### src/hdl/adv_timer_pkg.sv
/*
  constants and types for the advanced timer counter core.
  assumes a single 25 mhz system clock domain.
*/
package adv_timer_pkg;
  localparam int unsigned CNT_W        = 16;
  localparam logic [3:0]  SRC_KERNEL   = 4'h0;
  localparam logic [3:0]  SRC_ITI0     = 4'h1;
  localparam logic [3:0]  SRC_ITI3     = 4'h4;
  localparam logic [3:0]  SRC_CH0_RISE = 4'h5;
  localparam logic [3:0]  SRC_CH0_FALL = 4'h6;
  localparam logic [3:0]  SRC_CH1_RISE = 4'h7;
  localparam logic [3:0]  SRC_ETI      = 4'h8;
  localparam logic [1:0]  MODE_EDGE    = 2'h0;
  localparam logic [1:0]  MODE_CENTER  = 2'h1;
  localparam logic [3:0]  FILT_LEN_DEF = 4'h4;
  localparam logic [15:0] CNT_ZERO     = 16'h0000;
  localparam logic [15:0] CNT_ONE      = 16'h0001;
  typedef enum logic [1:0] {
    DIR_UP   = 2'b00,
    DIR_DOWN = 2'b01
  } dir_state_t;
endpackage

### src/hdl/adv_timer_counter_core.sv
/*
  counter core of a four-channel advanced timer: clock source select,
  16-bit prescaler, 16-bit up/down/center-aligned counter with repetition.
  assumes configuration ports are quasi-static levels from the same clock
  domain; pins and trigger inputs are asynchronous.
*/
// Functional notes
// - counter is sixteen bits wide and unsigned
// - source select zero counts every kernel clock cycle
// - select 5,6,7 take channel 0/1 pin edges as timer clock
// - select 1 to 4 take rising edges of internal triggers 0 to 3
// - mode-1 bit or select 8 picks the external trigger input
// - external trigger input is filtered; each rising edge gives one tick
// - prescaler divides by any factor from 1 to 65536
// - new prescaler value takes effect only at the next update event
// - prescaler runs only while the counter-run bit is set
// - up mode counts 0 to reload then wraps to 0 with overflow
// - update after repetition-plus-one overflows in up mode
// - update-generate in up mode clears counter and raises update
// - down mode counts reload to 0 then reloads with underflow
// - update after repetition-plus-one underflows in down mode
// - update-generate in down mode loads reload value and updates
// - update-disable suppresses update events in every mode
// - update copies repetition, reload and prescaler into active copies
// - center mode counts 0 up to reload and back down to 0
// - center mode underflows at 1 going down, overflows at reload-1 up
// - center mode direction is read-only and shows actual direction
// - center mode update-generate clears counter and raises update
// - center mode update flag sets on overflow and underflow
`timescale 1ns/1ns
`default_nettype none
module adv_timer_counter_core
  import adv_timer_pkg::*;
#(
  parameter int unsigned W = CNT_W
) (
  // clock and reset
  input  wire logic         i_clk_sys,
  input  wire logic         i_rst,
  // clock source
  input  wire logic [3:0]   i_timer_source_select,
  input  wire logic         i_ext_clock_mode1_enable,
  input  wire logic [3:0]   i_internal_trigger_inputs,
  input  wire logic         i_ch0_in,
  input  wire logic         i_ch1_in,
  input  wire logic         i_external_trigger_input,
  // control
  input  wire logic         i_counter_run,
  input  wire logic         i_dir,
  input  wire logic         i_center_align_select,
  input  wire logic         i_update_disable,
  input  wire logic         i_update_generate,
  input  wire logic         i_update_flag_clear,
  input  wire logic [W-1:0] i_prescaler_value,
  input  wire logic [W-1:0] i_auto_reload_value,
  input  wire logic [7:0]   i_repetition_value,
  // status
  output logic [W-1:0]      o_count,
  output logic              o_dir,
  output logic              o_update_event,
  output logic              o_update_flag,
  output logic              o_overflow,
  output logic              o_underflow
);
  typedef struct packed {
    logic [3:0]   iti_s1;
    logic [3:0]   iti_s2;
    logic [3:0]   iti_s3;
    logic [1:0]   ch_s1;
    logic [1:0]   ch_s2;
    logic [1:0]   ch_s3;
    logic         eti_prev;
    logic [W-1:0] psc_cnt;
    logic [W-1:0] psc_act;
    logic [W-1:0] arr_act;
    logic [7:0]   rep_act;
    logic [7:0]   rep_cnt;
    logic [W-1:0] cnt;
    dir_state_t   dir;
    logic         upd;
    logic         flag;
    logic         ovf;
    logic         udf;
  } core_state_t;

  core_state_t cur;
  core_state_t next_cur;
  logic        eti_level;
  logic        tick;
  logic        cnt_clk;
  logic        wrap;
  logic        ovf_ev;
  logic        udf_ev;
  logic        upd_ev;
  logic [3:0]  sel;

  adv_timer_sync_filter #(
    .FILT_LEN (FILT_LEN_DEF)
  ) u_eti_filter (
    .i_clk_sys (i_clk_sys),
    .i_rst     (i_rst),
    .i_pin     (i_external_trigger_input),
    .o_level   (eti_level)
  );

  always_comb begin
    next_cur = cur;
    sel      = i_timer_source_select;
    // pins pass three flops; an edge counts when stages two and three differ
    next_cur.iti_s1 = i_internal_trigger_inputs;
    next_cur.iti_s2 = cur.iti_s1;
    next_cur.iti_s3 = cur.iti_s2;
    next_cur.ch_s1  = {i_ch1_in, i_ch0_in};
    next_cur.ch_s2  = cur.ch_s1;
    next_cur.ch_s3  = cur.ch_s2;
    next_cur.eti_prev = eti_level;
    tick = 1'b0;
    if (i_ext_clock_mode1_enable || sel == SRC_ETI) begin
      tick = eti_level && !cur.eti_prev;
    end else if (sel == SRC_KERNEL) begin
      tick = 1'b1;
    end else if (sel >= SRC_ITI0 && sel <= SRC_ITI3) begin
      tick = cur.iti_s2[2'(sel - SRC_ITI0)]
             && !cur.iti_s3[2'(sel - SRC_ITI0)];
    end else if (sel == SRC_CH0_RISE) begin
      tick = cur.ch_s2[0] && !cur.ch_s3[0];
    end else if (sel == SRC_CH0_FALL) begin
      tick = !cur.ch_s2[0] && cur.ch_s3[0];
    end else if (sel == SRC_CH1_RISE) begin
      tick = cur.ch_s2[1] && !cur.ch_s3[1];
    end else begin
      tick = 1'b1;  // other values fall back on the kernel clock
    end

    // divide by psc_act+1, only while running
    cnt_clk = 1'b0;
    if (i_counter_run && tick) begin
      if (cur.psc_cnt >= cur.psc_act) begin
        next_cur.psc_cnt = CNT_ZERO;
        cnt_clk = 1'b1;
      end else begin
        next_cur.psc_cnt = cur.psc_cnt + CNT_ONE;
      end
    end

    ovf_ev = 1'b0;
    udf_ev = 1'b0;
    wrap   = 1'b0;
    if (cnt_clk) begin
      if (i_center_align_select) begin
        if (cur.dir == DIR_UP) begin
          if (cur.cnt >= cur.arr_act) begin
            next_cur.cnt = cur.cnt - CNT_ONE;
            next_cur.dir = DIR_DOWN;
          end else begin
            next_cur.cnt = cur.cnt + CNT_ONE;
            // top value is ambiguous; arriving at reload minus one is taken
            ovf_ev = (next_cur.cnt == cur.arr_act - CNT_ONE);
          end
        end else begin
          if (cur.cnt <= CNT_ONE) begin
            next_cur.cnt = cur.cnt - CNT_ONE;
            next_cur.dir = DIR_UP;
            if (cur.cnt == CNT_ZERO) begin
              next_cur.cnt = CNT_ONE;
            end
          end else begin
            next_cur.cnt = cur.cnt - CNT_ONE;
            // flagged as the down-count arrives at one
            udf_ev = (next_cur.cnt == CNT_ONE);
          end
        end
      end else if (!i_dir) begin
        next_cur.dir = DIR_UP;
        if (cur.cnt >= cur.arr_act) begin
          next_cur.cnt = CNT_ZERO;
          ovf_ev = 1'b1;
        end else begin
          next_cur.cnt = cur.cnt + CNT_ONE;
        end
      end else begin
        next_cur.dir = DIR_DOWN;
        if (cur.cnt == CNT_ZERO) begin
          next_cur.cnt = cur.arr_act;
          udf_ev = 1'b1;
        end else begin
          next_cur.cnt = cur.cnt - CNT_ONE;
        end
      end
    end
    wrap = ovf_ev || udf_ev;

    // repetition gate: update after rep_act+1 wraps
    upd_ev = 1'b0;
    if (wrap) begin
      if (cur.rep_cnt == 8'h00) begin
        upd_ev = 1'b1;
      end else begin
        next_cur.rep_cnt = cur.rep_cnt - 8'h01;
      end
    end

    if (i_update_generate) begin
      if (!i_center_align_select && i_dir) begin
        next_cur.cnt = i_auto_reload_value;
        next_cur.dir = DIR_DOWN;
      end else begin
        next_cur.cnt = CNT_ZERO;
        next_cur.dir = DIR_UP;
      end
      next_cur.psc_cnt = CNT_ZERO;
      upd_ev = 1'b1;
    end

    if (i_update_disable) begin
      upd_ev = 1'b0;
    end

    next_cur.upd = upd_ev;
    if (upd_ev) begin
      // shadows land only here, so a mid-run change waits
      next_cur.psc_act = i_prescaler_value;
      next_cur.arr_act = i_auto_reload_value;
      next_cur.rep_act = i_repetition_value;
      next_cur.rep_cnt = i_repetition_value;
      next_cur.psc_cnt = CNT_ZERO;
    end else if (wrap && cur.rep_cnt == 8'h00) begin
      next_cur.rep_cnt = cur.rep_act;
    end

    next_cur.ovf = ovf_ev;
    next_cur.udf = udf_ev;
    // set wins over clear
    if (upd_ev) begin
      next_cur.flag = 1'b1;
    end else if (i_update_flag_clear) begin
      next_cur.flag = 1'b0;
    end
  end

  always_ff @(posedge i_clk_sys or posedge i_rst) begin
    if (i_rst) begin
      cur <= '0;
    end else begin
      cur <= next_cur;
    end
  end

  assign o_count        = cur.cnt;
  assign o_dir          = (cur.dir == DIR_DOWN);
  assign o_update_event = cur.upd;
  assign o_update_flag  = cur.flag;
  assign o_overflow     = cur.ovf;
  assign o_underflow    = cur.udf;

  // checks
  upg_clears_a: assert property (@(posedge i_clk_sys) disable iff (i_rst)
    i_update_generate && !i_dir && !i_update_disable
    |=> o_count == CNT_ZERO && o_update_event)
    else $error("update generate did not clear counter");
  upg_down_a: assert property (@(posedge i_clk_sys) disable iff (i_rst)
    i_update_generate && i_dir && !i_center_align_select
    |=> o_count == $past(i_auto_reload_value))
    else $error("down update generate did not load reload");
  upd_disable_a: assert property (@(posedge i_clk_sys) disable iff (i_rst)
    i_update_disable |=> !o_update_event)
    else $error("update event while disabled");
  no_run_a: assert property (@(posedge i_clk_sys) disable iff (i_rst)
    !i_counter_run && !i_update_generate |=> $stable(o_count))
    else $error("counter moved while stopped");
  up_wrap_a: assert property (@(posedge i_clk_sys) disable iff (i_rst)
    o_overflow && !i_center_align_select && !$past(i_update_generate)
    |-> o_count == CNT_ZERO)
    else $error("up overflow without wrap to zero");
  down_wrap_a: assert property (@(posedge i_clk_sys) disable iff (i_rst)
    o_underflow && !i_center_align_select && !$past(i_update_generate)
    |-> o_count == cur.arr_act || o_update_event)
    else $error("down underflow without reload");
  flag_set_a: assert property (@(posedge i_clk_sys) disable iff (i_rst)
    o_update_event |-> o_update_flag)
    else $error("update flag missing after update");
  psc_undiv_a: assert property (@(posedge i_clk_sys) disable iff (i_rst)
    cur.psc_act == CNT_ZERO |-> cur.psc_cnt == CNT_ZERO)
    else $error("undivided prescaler counted");
  shadow_hold_a: assert property (@(posedge i_clk_sys) disable iff (i_rst)
    !o_update_event |-> $stable(cur.psc_act))
    else $error("prescaler changed without update");
  ctr_ovf_a: assert property (@(posedge i_clk_sys) disable iff (i_rst)
    o_overflow && i_center_align_select && !$past(i_update_generate)
    |-> o_count == $past(cur.arr_act) - CNT_ONE && !o_dir)
    else $error("center overflow away from reload minus one");
  ctr_udf_a: assert property (@(posedge i_clk_sys) disable iff (i_rst)
    o_underflow && i_center_align_select && !$past(i_update_generate)
    |-> o_count == CNT_ONE && o_dir)
    else $error("center underflow away from one");
  upd_cov: cover property (@(posedge i_clk_sys) o_update_event);
  rep_cov: cover property (@(posedge i_clk_sys)
    o_overflow && !o_update_event);
  ovf_cov: cover property (@(posedge i_clk_sys) o_overflow);
  udf_cov: cover property (@(posedge i_clk_sys)
    o_underflow && i_center_align_select);
endmodule
`default_nettype wire

### src/hdl/adv_timer_sync_filter.sv
/*
  three-stage synchroniser and digital filter for one pin input.
  assumes the pin is asynchronous to i_clk_sys.
*/
`timescale 1ns/1ns
`default_nettype none
module adv_timer_sync_filter
  import adv_timer_pkg::*;
#(
  parameter logic [3:0] FILT_LEN = FILT_LEN_DEF
) (
  // clock and reset
  input  wire logic i_clk_sys,
  input  wire logic i_rst,
  // pin and filtered level
  input  wire logic i_pin,
  output logic      o_level
);
  typedef struct packed {
    logic [2:0] sync;
    logic [3:0] stable;
    logic       level;
  } flt_state_t;

  flt_state_t cur;
  flt_state_t next_cur;

  // sync[0] feeds only sync[1]; a change counts when stages 2 and 3 agree
  always_comb begin
    next_cur = cur;
    next_cur.sync = {cur.sync[1:0], i_pin};
    if (cur.sync[2] != cur.sync[1] || cur.sync[2] == cur.level) begin
      next_cur.stable = 4'h0;
    end else if (cur.stable >= FILT_LEN) begin
      next_cur.level  = cur.sync[2];
      next_cur.stable = 4'h0;
    end else begin
      next_cur.stable = cur.stable + 4'h1;
    end
  end

  always_ff @(posedge i_clk_sys or posedge i_rst) begin
    if (i_rst) begin
      cur <= '0;
    end else begin
      cur <= next_cur;
    end
  end

  assign o_level = cur.level;
endmodule
`default_nettype wire

### config.mk
export PLATFORM = sky130hd
export DESIGN_NAME = adv_timer_counter_core
export DESIGN_NICKNAME = d
export VERILOG_FILES = /design/src/hdl/adv_timer_pkg.sv /design/src/hdl/adv_timer_counter_core.sv /design/src/hdl/adv_timer_sync_filter.sv
export SDC_FILE = /design/constraint.sdc
export NUM_CORES = 1
export LEC_CHECK = 0
export ABC_AREA = 1
export ABC_CLOCK_PERIOD_IN_PS = 6400
export BUFFER_PORTS_ARGS = -buffer_cell sky130_fd_sc_hd__buf_2
export CAP_MARGIN = 10
export CORE_MARGIN = 4
export CORE_UTILIZATION = 52
export DETAILED_ROUTE_END_ITERATION = 16
export GPL_TIMING_DRIVEN = 0
export MAX_ROUTING_LAYER = met4
export PLACE_DENSITY_LB_ADDON = 0.15
export SYNTH_ARGS = -nofsm -noshare
export SYNTH_HDL_FRONTEND = slang
export SYNTH_SLANG_ARGS = --single-unit
### constraint.sdc
create_clock -name i_clk_sys -period 6.4 [get_ports i_clk_sys]
set_input_delay 1.28 -clock i_clk_sys [delete_from_list [all_inputs] [get_ports i_clk_sys]]
set_output_delay 1.28 -clock i_clk_sys [all_outputs]
set_load 0.02 [all_outputs]
; ---- Word-level counts from Yosys, hierarchy flattened
; Cells that the tools add are included.
[word_totals]
output_inout_bits = 21
register_bits = 113
[op_classes]
eq_ne = 12
mux = 53
n_lt_le_gt_ge = 7
reduce_logical = 29
add_sub_neg = 7
n_bitwise = 1
[ops]
columns = op, count
row1 = 16-bit two-way mux, 8
row2 = 18-bit two-way mux, 6
row3 = 56-bit two-way mux, 1
row4 = 16-bit by 1-bit adder with 16-bit output (second input constant), 2
row5 = 16-bit >= comparator, 2
row6 = 8-bit two-way mux, 4
row7 = 16-bit by 1-bit subtractor with 16-bit output (second input constant), 2
row8 = 1-bit two-way mux, 28
row9 = 16-bit by 1-bit == test with 1-bit output (second input constant), 1
row10 = 16-bit == test, 1
row11 = 16-bit by 1-bit less-or-equal comparator with 1-bit output (second input constant), 1
row12 = 16-bit zero test, 1
row13 = 4-bit by 3-bit == test with 1-bit output (second input constant), 3
row14 = 1-bit logical AND, 9
row15 = 8-bit zero test, 1
row16 = 4-bit two-way mux, 2
row17 = 8-bit by 1-bit subtractor with 8-bit output (second input constant), 1
row18 = 1-bit zero test, 6
row19 = 3-bit nonzero test, 2
row20 = 4-bit by 1-bit adder with 4-bit output (second input constant), 1
row21 = 1-bit binary-select mux with 2-bit select, 2
row22 = 4-bit == test (second input constant), 1
row23 = 4-bit by 1-bit >= comparator with 1-bit output (second input constant), 1
row24 = 4-bit by 3-bit >= comparator with 1-bit output (second input constant), 1
row25 = other kinds (17), 22

; ---- Depth between registers and ports, before layout
; Gate-level depths: netlist (run 1).
[depth]
depth_word = 17
mapped_depth = 26
mapped_depth_nobuf = 25

; ---- By module
; Synthesis (run 1) repeated with hierarchy kept, for this count alone.
[hier_totals]
hier_cells = 1116
hier_area_um2 = 8023.9
[modules_own_cells]
columns = module, instances, seq_area_each_um2, area_each_um2, cells_per_inst
row1 = adv_timer_counter_core, 1, 2602.5, 7706.1, 1086
row2 = adv_timer_sync_filter, 1, 200.2, 317.8, 30

; ---- Least setup slack after synthesis (run 1)
; No wires, ideal clock.
[synth_timing]
path_type = input -> register
from = input i_timer_source_select[0]
to = register cur[54] in the netlist's numbering
slack_ns = 2.834
arrival_ns = 3.450
required_time_ns = 6.284
setup_ns = 0.116
path_buffers = 2
path_stages = 19
path_cell_list = inv_1 -> ha_1 -> or2_2 -> a21oi_1 -> o21ai_0 -> nand3_1 -> nand2_1 -> inv_1 -> nand2_1 -> inv_1 -> nand2_2 -> nand2_4 -> nand2_4 -> nand2_8 -> nand2_4 -> buf_2 -> buf_2 -> nand2_1 -> nand2_1
[synth_via]
elab_chain_len = 15
word_cells_on_any_way = 30
classes_between = add/sub: 1 / order compare: 2 / eq/ne: 4 / mux: 16 / reduce/logical: 7
[synth_rtl]
columns = item, line
row1 = from (decl), adv_timer_counter_core.sv:41  ; input wire logic [3:0] i_timer_source_select,
row2 = 2-bit by 1-bit subtractor with 2-bit output, "adv_timer_counter_core.sv:123, adv_timer_counter_core.sv:124"
row3 = 1-bit binary-select mux with 2-bit select, adv_timer_counter_core.sv:124  ; && !cur.iti_s3[2'(sel - SRC_ITI0)];
row4 = 1-bit two-way mux (implied by the code), adv_timer_counter_core.sv:124
row5 = 1-bit zero test, adv_timer_counter_core.sv:124
row6 = 1-bit logical AND, adv_timer_counter_core.sv:124
row7 = 1-bit two-way mux, adv_timer_counter_core.sv:122  ; end else if (sel >= SRC_ITI0 && sel <= SRC_ITI3) begin
row8 = 1-bit two-way mux, adv_timer_counter_core.sv:120  ; end else if (sel == SRC_KERNEL) begin
row9 = 1-bit two-way mux (*), adv_timer_counter_core.sv:118  ; if (i_ext_clock_mode1_enable || sel == SRC_ETI) begin
row10 = 1-bit logical AND (*), adv_timer_counter_core.sv:137  ; if (i_counter_run && tick) begin
row11 = 1-bit two-way mux (*), adv_timer_counter_core.sv:137
row12 = 1-bit two-way mux, adv_timer_counter_core.sv:149  ; if (cnt_clk) begin
row13 = 1-bit logical OR (*), adv_timer_counter_core.sv:191  ; wrap = ovf_ev || udf_ev;
row14 = 1-bit two-way mux (*), adv_timer_counter_core.sv:195  ; if (wrap) begin
row15 = 1-bit two-way mux (*), adv_timer_counter_core.sv:203  ; if (i_update_generate) begin
row16 = 1-bit two-way mux (*), adv_timer_counter_core.sv:215  ; if (i_update_disable) begin
row17 = to (signal assigned), adv_timer_counter_core.sv:245  ; cur <= next_cur;
row18 = to (decl), adv_timer_counter_core.sv:86  ; core_state_t cur;
; Every way passes the cells marked *; elsewhere a longest branch is shown, timed or not. The select of a mux whose other input is x is not followed.
; A chain may end at the register's enable or synchronous reset.

; ---- Worst setup path after layout (run 1)
[layout_timing]
from = input i_timer_source_select[0]
to = register cur (netlist bit o_count[8])
[layout_via]
elab_chain_len = 11
word_cells_on_any_way = 25
classes_between = add/sub: 1 / order compare: 2 / eq/ne: 4 / mux: 11 / reduce/logical: 7
[layout_rtl]
columns = item, line
row1 = 2-bit by 1-bit subtractor with 2-bit output, "adv_timer_counter_core.sv:123, adv_timer_counter_core.sv:124"
row2 = 1-bit binary-select mux with 2-bit select, adv_timer_counter_core.sv:124
row3 = 1-bit two-way mux (implied by the code), adv_timer_counter_core.sv:124
row4 = 1-bit zero test, adv_timer_counter_core.sv:124
row5 = 1-bit logical AND, adv_timer_counter_core.sv:124
row6 = 1-bit two-way mux, adv_timer_counter_core.sv:122
row7 = 1-bit two-way mux, adv_timer_counter_core.sv:120
row8 = 1-bit two-way mux (*), adv_timer_counter_core.sv:118
row9 = 1-bit logical AND (*), adv_timer_counter_core.sv:137
row10 = 1-bit two-way mux (*), adv_timer_counter_core.sv:137
row11 = 2-bit nonzero test (no source line) (*), -
; Marked as above.

==> results of run 1 <==
==> cell type report <==
class                           count  area, sq um
Timing Repair Buffer               81          428
Inverter                          127          479
Tap cell                          184          230
Clock buffer                       12          267
Fill cell                        1426         5840
Sequential cell                   112         2800
Buffer                             45          294
Multi-Input combinational cell    840         4350
Clock inverter                      4         58.8
==> worst max-delay path, delay by kind of cell <==
kind,cells,cell delay (ns)
adders and majority gates,1,0.21
and+or+nand+nor,5,1.36
buffers and inverters,5,1.00
AOI/OAI and AO/OA,3,0.51
==> metal layers <==
metal / GRT usage / routed length (microns) / vias to the layer above
met5: - / 0 / -
met4: 0.113 / 922 / 0
met1: 0.357 / 9830 / 3470
met2: 0.425 / 10300 / 311
li1: - / - / 3825
met3: 0.0520 / 1810 / 70
==> cells by family (layout without fill, tap and decap cells) <==
| family | Yosys count | in the layout | synth area share |
|---|---|---|---|
| AOI/OAI and AO/OA | 179 | 179 | 0.136 |
| xor gates and xnor gates | 29 | 29 | 0.0320 |
| adders and majority gates | 45 | 45 | 0.0710 |
| buffers and inverters | 172 | 269 | 0.0973 |
| DFF | 112 | 112 | 0.354 |
| other | 1 | 1 | 0.000473 |
| and+or+nand+nor | 586 | 586 | 0.310 |
==> layout by cell type (no fill, tap or decap), types with 16 or more instances in the layout <==
cell type and instances:
o21ai_0 54, nor2_1 126, a21oi_1 43, nand3_1 68, buf_4 18, xor2_1 22, nand2_1 338, a22oi_1 16
buf_2 86, inv_1 116, ha_1 45, dfrtp_1 112
==> flip-flops by register name (all words and copies together) (netlist names) <==
register              cells
cur                      84
o_count                  16
u_eti_filter.cur          7
o_overflow                1
o_underflow               1
o_update_event            1
o_update_flag             1
u_eti_filter.o_level      1
==> worst paths after layout <==
check	from	endpoint	slack, ns	cells past startpoint
min in group asynchronous	i_rst	o_count[3]	0.97	2
max in group asynchronous	i_rst	cur[25]	4.70	3
setup reg to reg	o_count[0]	cur[47]	2.42	21
hold / removal	cur[92]	cur[90]	0.35	0
setup / recovery	i_timer_source_select[0]	o_count[8]	2.28	14
hold reg to reg	cur[92]	cur[90]	0.35	0
==> power by group <==
group	internal (mW)	switching [mW]	total, mW
Sequential	0.785	0.0800	0.865
Combinational	0.287	0.505	0.792
Clock	0.340	0.276	0.617
Total	1.41	0.861	2.27
==> stage by stage <==
| step | worst slack [ns] | instances |
|---|---|---|
| after floorplan | 2.16 | 1124 |
| after global placement | 0.783 | 1388 |
| after detailed placement | 2.00 | 1389 |
| after CTS | 2.37 | 1405 |
| after global routing | 2.06 | 1405 |
| final | 2.28 | 1405 |
==> run_results.csv, run 1 <==
group,metric,value,unit
synth,yosysWarnings,0,
sta,finalCritPeriodShare,0.644,
global_route,grt_pass1_wl,37.2,mm
floorplan,ios,81,
outcome,status,"complete, no violations",
placement,dpl_cell_area,0.00859,sq mm
finish,nets,1321,
worst_setup_path,cp-start-kind,"primary input",
drt,final_antenna_net_count,0,
placement,dp_hpwl,17.8,mm
synth,ys.flop_type,"dfrtp_1",
clock_network,cts_buffers,9,
drt,drt_drc_violations_left,0,
floorplan,die_w,131,microns
synth,async_flop_share,1.00,
synth,ys_ff_latch,112,
floorplan,initial_core_util,0.537,
global_route,grt_max_degree,73,
worst_setup_path,required,6.67,ns
drt,wl_per_cell,16.3,microns
clock_network,cts_root_buffer,"clkbuf_16",
global_route,antenna_found_initial,0,
drt,drt_wl_total,22.9,mm
clock_network,post-cts-setup-buffer-count,0,
floorplan,die_area,0.0173,sq mm
sta,slew_headroom,0.437,
floorplan,rows,44,
sta,setup_viol,0,
global_route,grt-ovfl-total,0,
drt,drt_iter0_drc,648,
clock_network,insertion_delay,0.37,ns
sta,max_freq,243,MHz
clock_network,clock_sinks,112,
floorplan,core_area,0.0148,sq mm
global_route,grt_pass1_vias,7212,
sta,fin_setup_tns,0,ns
synth,yosys.area.top_type,"dfrtp_1",
drt,viasPerCell,5.46,
worst_setup_path,worstPathMaxFanout,10,
worst_hold_path,hold_path_class,"reg -> reg",
synth,syn_nets,1229,
finish,diodes,0,
placement,gp_congestion,1.03,
synth,synth_area,0.00793,sq mm
synth,synth_cell_types,50,
pwr,power_density,255,mW/mm^2
clock_network,clockBufferDepth,2,
synth,synth_area_per_cell,7.05,sq um
worst_setup_path,cp-end-kind,"register",
clock_network,htree_num_levels,3,
sta,rsz0062_at_grt,"false",
job,drv_cap,0,
drt,num_vias,7676,
pwr,p_leak,4.66,nW
finish,design_area,0.00891,sq mm
synth,ys_top_cells_by_area,"dfrtp_1 35%, nand2_1 16%, ha_1 7.1%",
clock_network,cts_tree,"built",
floorplan,fp.dieH,131,microns
synth,yosysMostFrequentCell,"nand2_1",
synth,yosysTopAreaCellShare,0.354,
sta,slew_violations,0,
clock_network,post_cts_resized,0,
drt,drtPass1Iterations,7,
placement,port_buffers,80,
synth,synth_edf_count,0,
worst_setup_path,crit_type,"in -> reg",
sta,holdWs,0.350,ns
sta,tightestPinTransition,0.842,ns
sta,hold_violations,0,
finish,drive_gt1_frac,0.130,
synth,yosysSeqAreaShare,0.354,
pwr,ir_drop,163,uV
sta,layout_min_cycle_time,4.12,ns
synth,synth_commonest_cells,"338 x nand2_1, 126 x nor2_1, 117 x inv_1",
clock_network,path_clk_slew,0.08,ns
worst_setup_path,crit_slowest_cell,"nor2_1",
pwr,total_power,2.27,mW
finish,fin_util,0.604,
finish,areaGrowthSynthToFinish,12.4,%
worst_setup_path,slowest_delay,0.52,ns
worst_setup_path,cp_cell_sequence,"buf_2, inv_1, ha_1, or2_2, o211ai_1, nand3_1, nand2_1, inv_1, nand2_1, inv_1, nor2_1, clkbuf_1, a21oi_1, a22oi_1",
sta,skew,0.0126,ns
worst_setup_path,cp_common_cell,"inv_1",
global_route,grt_usage,0.275,
worst_setup_path,cp.arrival,4.39,ns
synth,postSynthCellCount,1124,
clock_network,hold_buffers,0,
(Power assumes the default switching activity.)
==> inputs of run 2 (changes only) <==
--- a/config.mk
+++ b/config.mk
@@ -6,7 +6,7 @@
 export NUM_CORES = 1
 export LEC_CHECK = 0
 export ABC_AREA = 1
-export ABC_CLOCK_PERIOD_IN_PS = 6400
+export ABC_CLOCK_PERIOD_IN_PS = 3800
 export BUFFER_PORTS_ARGS = -buffer_cell sky130_fd_sc_hd__buf_2
 export CAP_MARGIN = 10
 export CORE_MARGIN = 4
==> constraint.sdc (replaced) <==
create_clock -name i_clk_sys -period 3.8 [get_ports i_clk_sys]
set_input_delay 0.76 -clock i_clk_sys [delete_from_list [all_inputs] [get_ports i_clk_sys]]
set_output_delay 0.76 -clock i_clk_sys [all_outputs]
set_load 0.02 [all_outputs]
==> run_results.csv, run 2 (same netlist as run 1, synthesis figures left out) <==
group,metric,value,unit
outcome,status,"complete, no violations",
finish,diodes,0,
finish,post_layout_nonfiller_instances,1410,
global_route,grt_max_degree,73,
worst_setup_path,cp_top_family,"simple AND/OR/NAND/NOR gates",
worst_setup_path,worstPathMaxFanout,10,
clock_network,clockBufferDepth,2,
drt,final_antenna_net_count,0,
clock_network,cts_buffers,9,
finish,final_cell_mix,"338 x nand2_1, 125 x nor2_1, 115 x inv_1",
worst_setup_path,cp_cell_sequence,"buf_2, inv_1, ha_1, or2_2, o211ai_1, nand3_1, nand2_1, inv_1, nand2_1, inv_1, nor2_1, clkbuf_1, a21oi_1, a22oi_1",
worst_setup_path,cp.buffers_inverters,5,
drt,wl_per_cell,16.3,microns
floorplan,initial_core_util,0.537,
worst_setup_path,cp.arrival,3.87,ns
floorplan,core_area,0.0148,sq mm
floorplan,fp.dieH,131,microns
floorplan,ios,81,
global_route,antenna_found_initial,0,
sta,hold_violations,0,
sta,tightestPinTransition,0.842,ns
pwr,ir_drop,274,uV
floorplan,rows,44,
finish,drive_gt1_frac,0.141,
placement,place_inst,1389,
pwr,power_density,429,mW/mm^2
worst_setup_path,slowest_delay,0.51,ns
clock_network,cts_root_buffer,"clkbuf_16",
finish,largest_register_ff_count,84,
worst_setup_path,crit_type,"in -> reg",
finish,layout_commonest_cell,"nand2_1",
placement,post-place-ws,-0.125,ns
placement,gp_congestion,1.03,
global_route,grt_pass1_wl,37.2,mm
drt,viasPerCell,5.47,
finish,n_fill_cell,1422,
sta,rsz0062_at_grt,"false",
sta,fin_ws,0.195,ns
clock_network,htree_num_levels,3,
clock_network,clock_sinks,112,
finish,top_register,"cur",
sta,slew_violations,0,
placement,port_buffers,80,
finish,nets,1326,
sta,max_freq,277,MHz
finish,seq_area,0.00281,sq mm
worst_setup_path,crit_slowest_cell,"nor2_1",
pwr,p_leak,4.68,nW
worst_setup_path,r2r_slack,0.23,ns
drt,drt_iter0_drc,583,
worst_setup_path,cp_common_cell,"inv_1",
drt,drt_wl_total,23.1,mm
finish,multi_input_comb_area,0.00438,sq mm
clock_network,insertion_delay,0.36,ns
sta,fin_setup_tns,0,ns
placement,dpl_cell_area,0.00859,sq mm
worst_setup_path,cp-start-kind,"primary input",
sta,finalCritPeriodShare,0.949,
clock_network,cts_tree,"built",
drt,drtPass1Iterations,5,
job,drv_cap,0,
worst_setup_path,required,4.07,ns
floorplan,die_w,131,microns
worst_hold_path,hold_path_class,"reg -> reg",
placement,dp_hpwl,17.8,mm
worst_setup_path,cp-end-kind,"register",
floorplan,die_area,0.0173,sq mm
finish,design_area,0.00899,sq mm
drt,num_vias,7716,
sta,skew,0.0113,ns
sta,slew_headroom,0.437,
clock_network,path_clk_slew,0.08,ns
drt,drt_drc_violations_left,0,
global_route,grt-ovfl-total,0,
sta,layout_min_cycle_time,3.60,ns
global_route,grt_usage,0.275,
finish,areaGrowthSynthToFinish,13.4,%
global_route,grt_pass1_vias,7212,
sta,setup_viol,0,
## run 2: changes by cell type in the layout (fill, tap and decap cells not counted), sizes merged
cell and delta:
clkinv -1, clkinvlp +2, buf +5, inv -1
## run 2: path summary, 6_finish.rpt
path	start	to	cells past startpoint
worst max-delay path	i_timer_source_select[0]	o_count[8]	14
worst min-delay path	cur[92]	cur[90]	0
worst max register to register	cur[49]	cur[47]	18
worst min register to register	cur[92]	cur[90]	0
max in group asynchronous	i_rst	cur[25]	3
min in group asynchronous	i_rst	o_count[3]	2
## run 2: layer usage
metal | up-vias | global-route usage | wire length, microns
met5 | - | - | 0
met4 | 0 | 0.113 | 862
met3 | 65 | 0.0520 | 1800
met2 | 328 | 0.425 | 10500
met1 | 3480 | 0.357 | 9870
li1 | 3843 | - | -
## run 2: metrics by stage
step | power [mW] | hold WS [ns] | util
5_1_grt | 4.12 | 0.366 | 0.609
3_5_place_dp | 2.80 | 0.337 | 0.582
2_1_floorplan | 2.42 | 0.331 | -
4_1_cts | 3.84 | 0.353 | 0.604
6_report | 3.86 | 0.350 | 0.609
3_3_place_gp | 2.78 | 0.333 | 0.580
## run 2: worst reg2reg max path, cell delays in order, from the launching register on
cell and delay (ns):
dfrtp_1 0.45, inv_1 0.21, ha_1 0.29, a21oi_1 0.14, o21ai_0 0.10, a21oi_1 0.28
nand3_2 0.32, nor2_4 0.31, nand3_1 0.14, nand2_1 0.09, nand2_2 0.09, nand2_4 0.15
nand2_4 0.13, nand2_8 0.13, nand2_4 0.06, inv_2 0.06, buf_6 0.17, buf_4 0.24
o21ai_1 0.09
## run 2: timing repair
item                                    in CTS  in global routing
hold buffers                                 0                  0
setup buffers                                0                  5
pin swaps                                    0                  1
resized for setup                            1                 11
endpoints found under the setup margin      39                 53
## run 2: area by class of cell
class                           count  area share
Multi-Input combinational cell    840       0.487
Sequential cell                   112       0.312
Buffer                             45      0.0327
Clock buffer                       12      0.0297
Clock inverter                      4     0.00654
Inverter                          127      0.0542
Timing Repair Buffer               86      0.0518
Tap cell                          184      0.0256
## run 2: where the power goes
| part | switching [mW] | total (mW) | leakage [nW] | internal [mW] |
|---|---|---|---|---|
| combinational | 0.863 | 1.36 | 3.13 | 0.498 |
| clock | 0.463 | 1.04 | 0.161 | 0.573 |
| sequential | 0.136 | 1.46 | 1.39 | 1.32 |
| total | 1.46 | 3.86 | 4.68 | 2.39 |
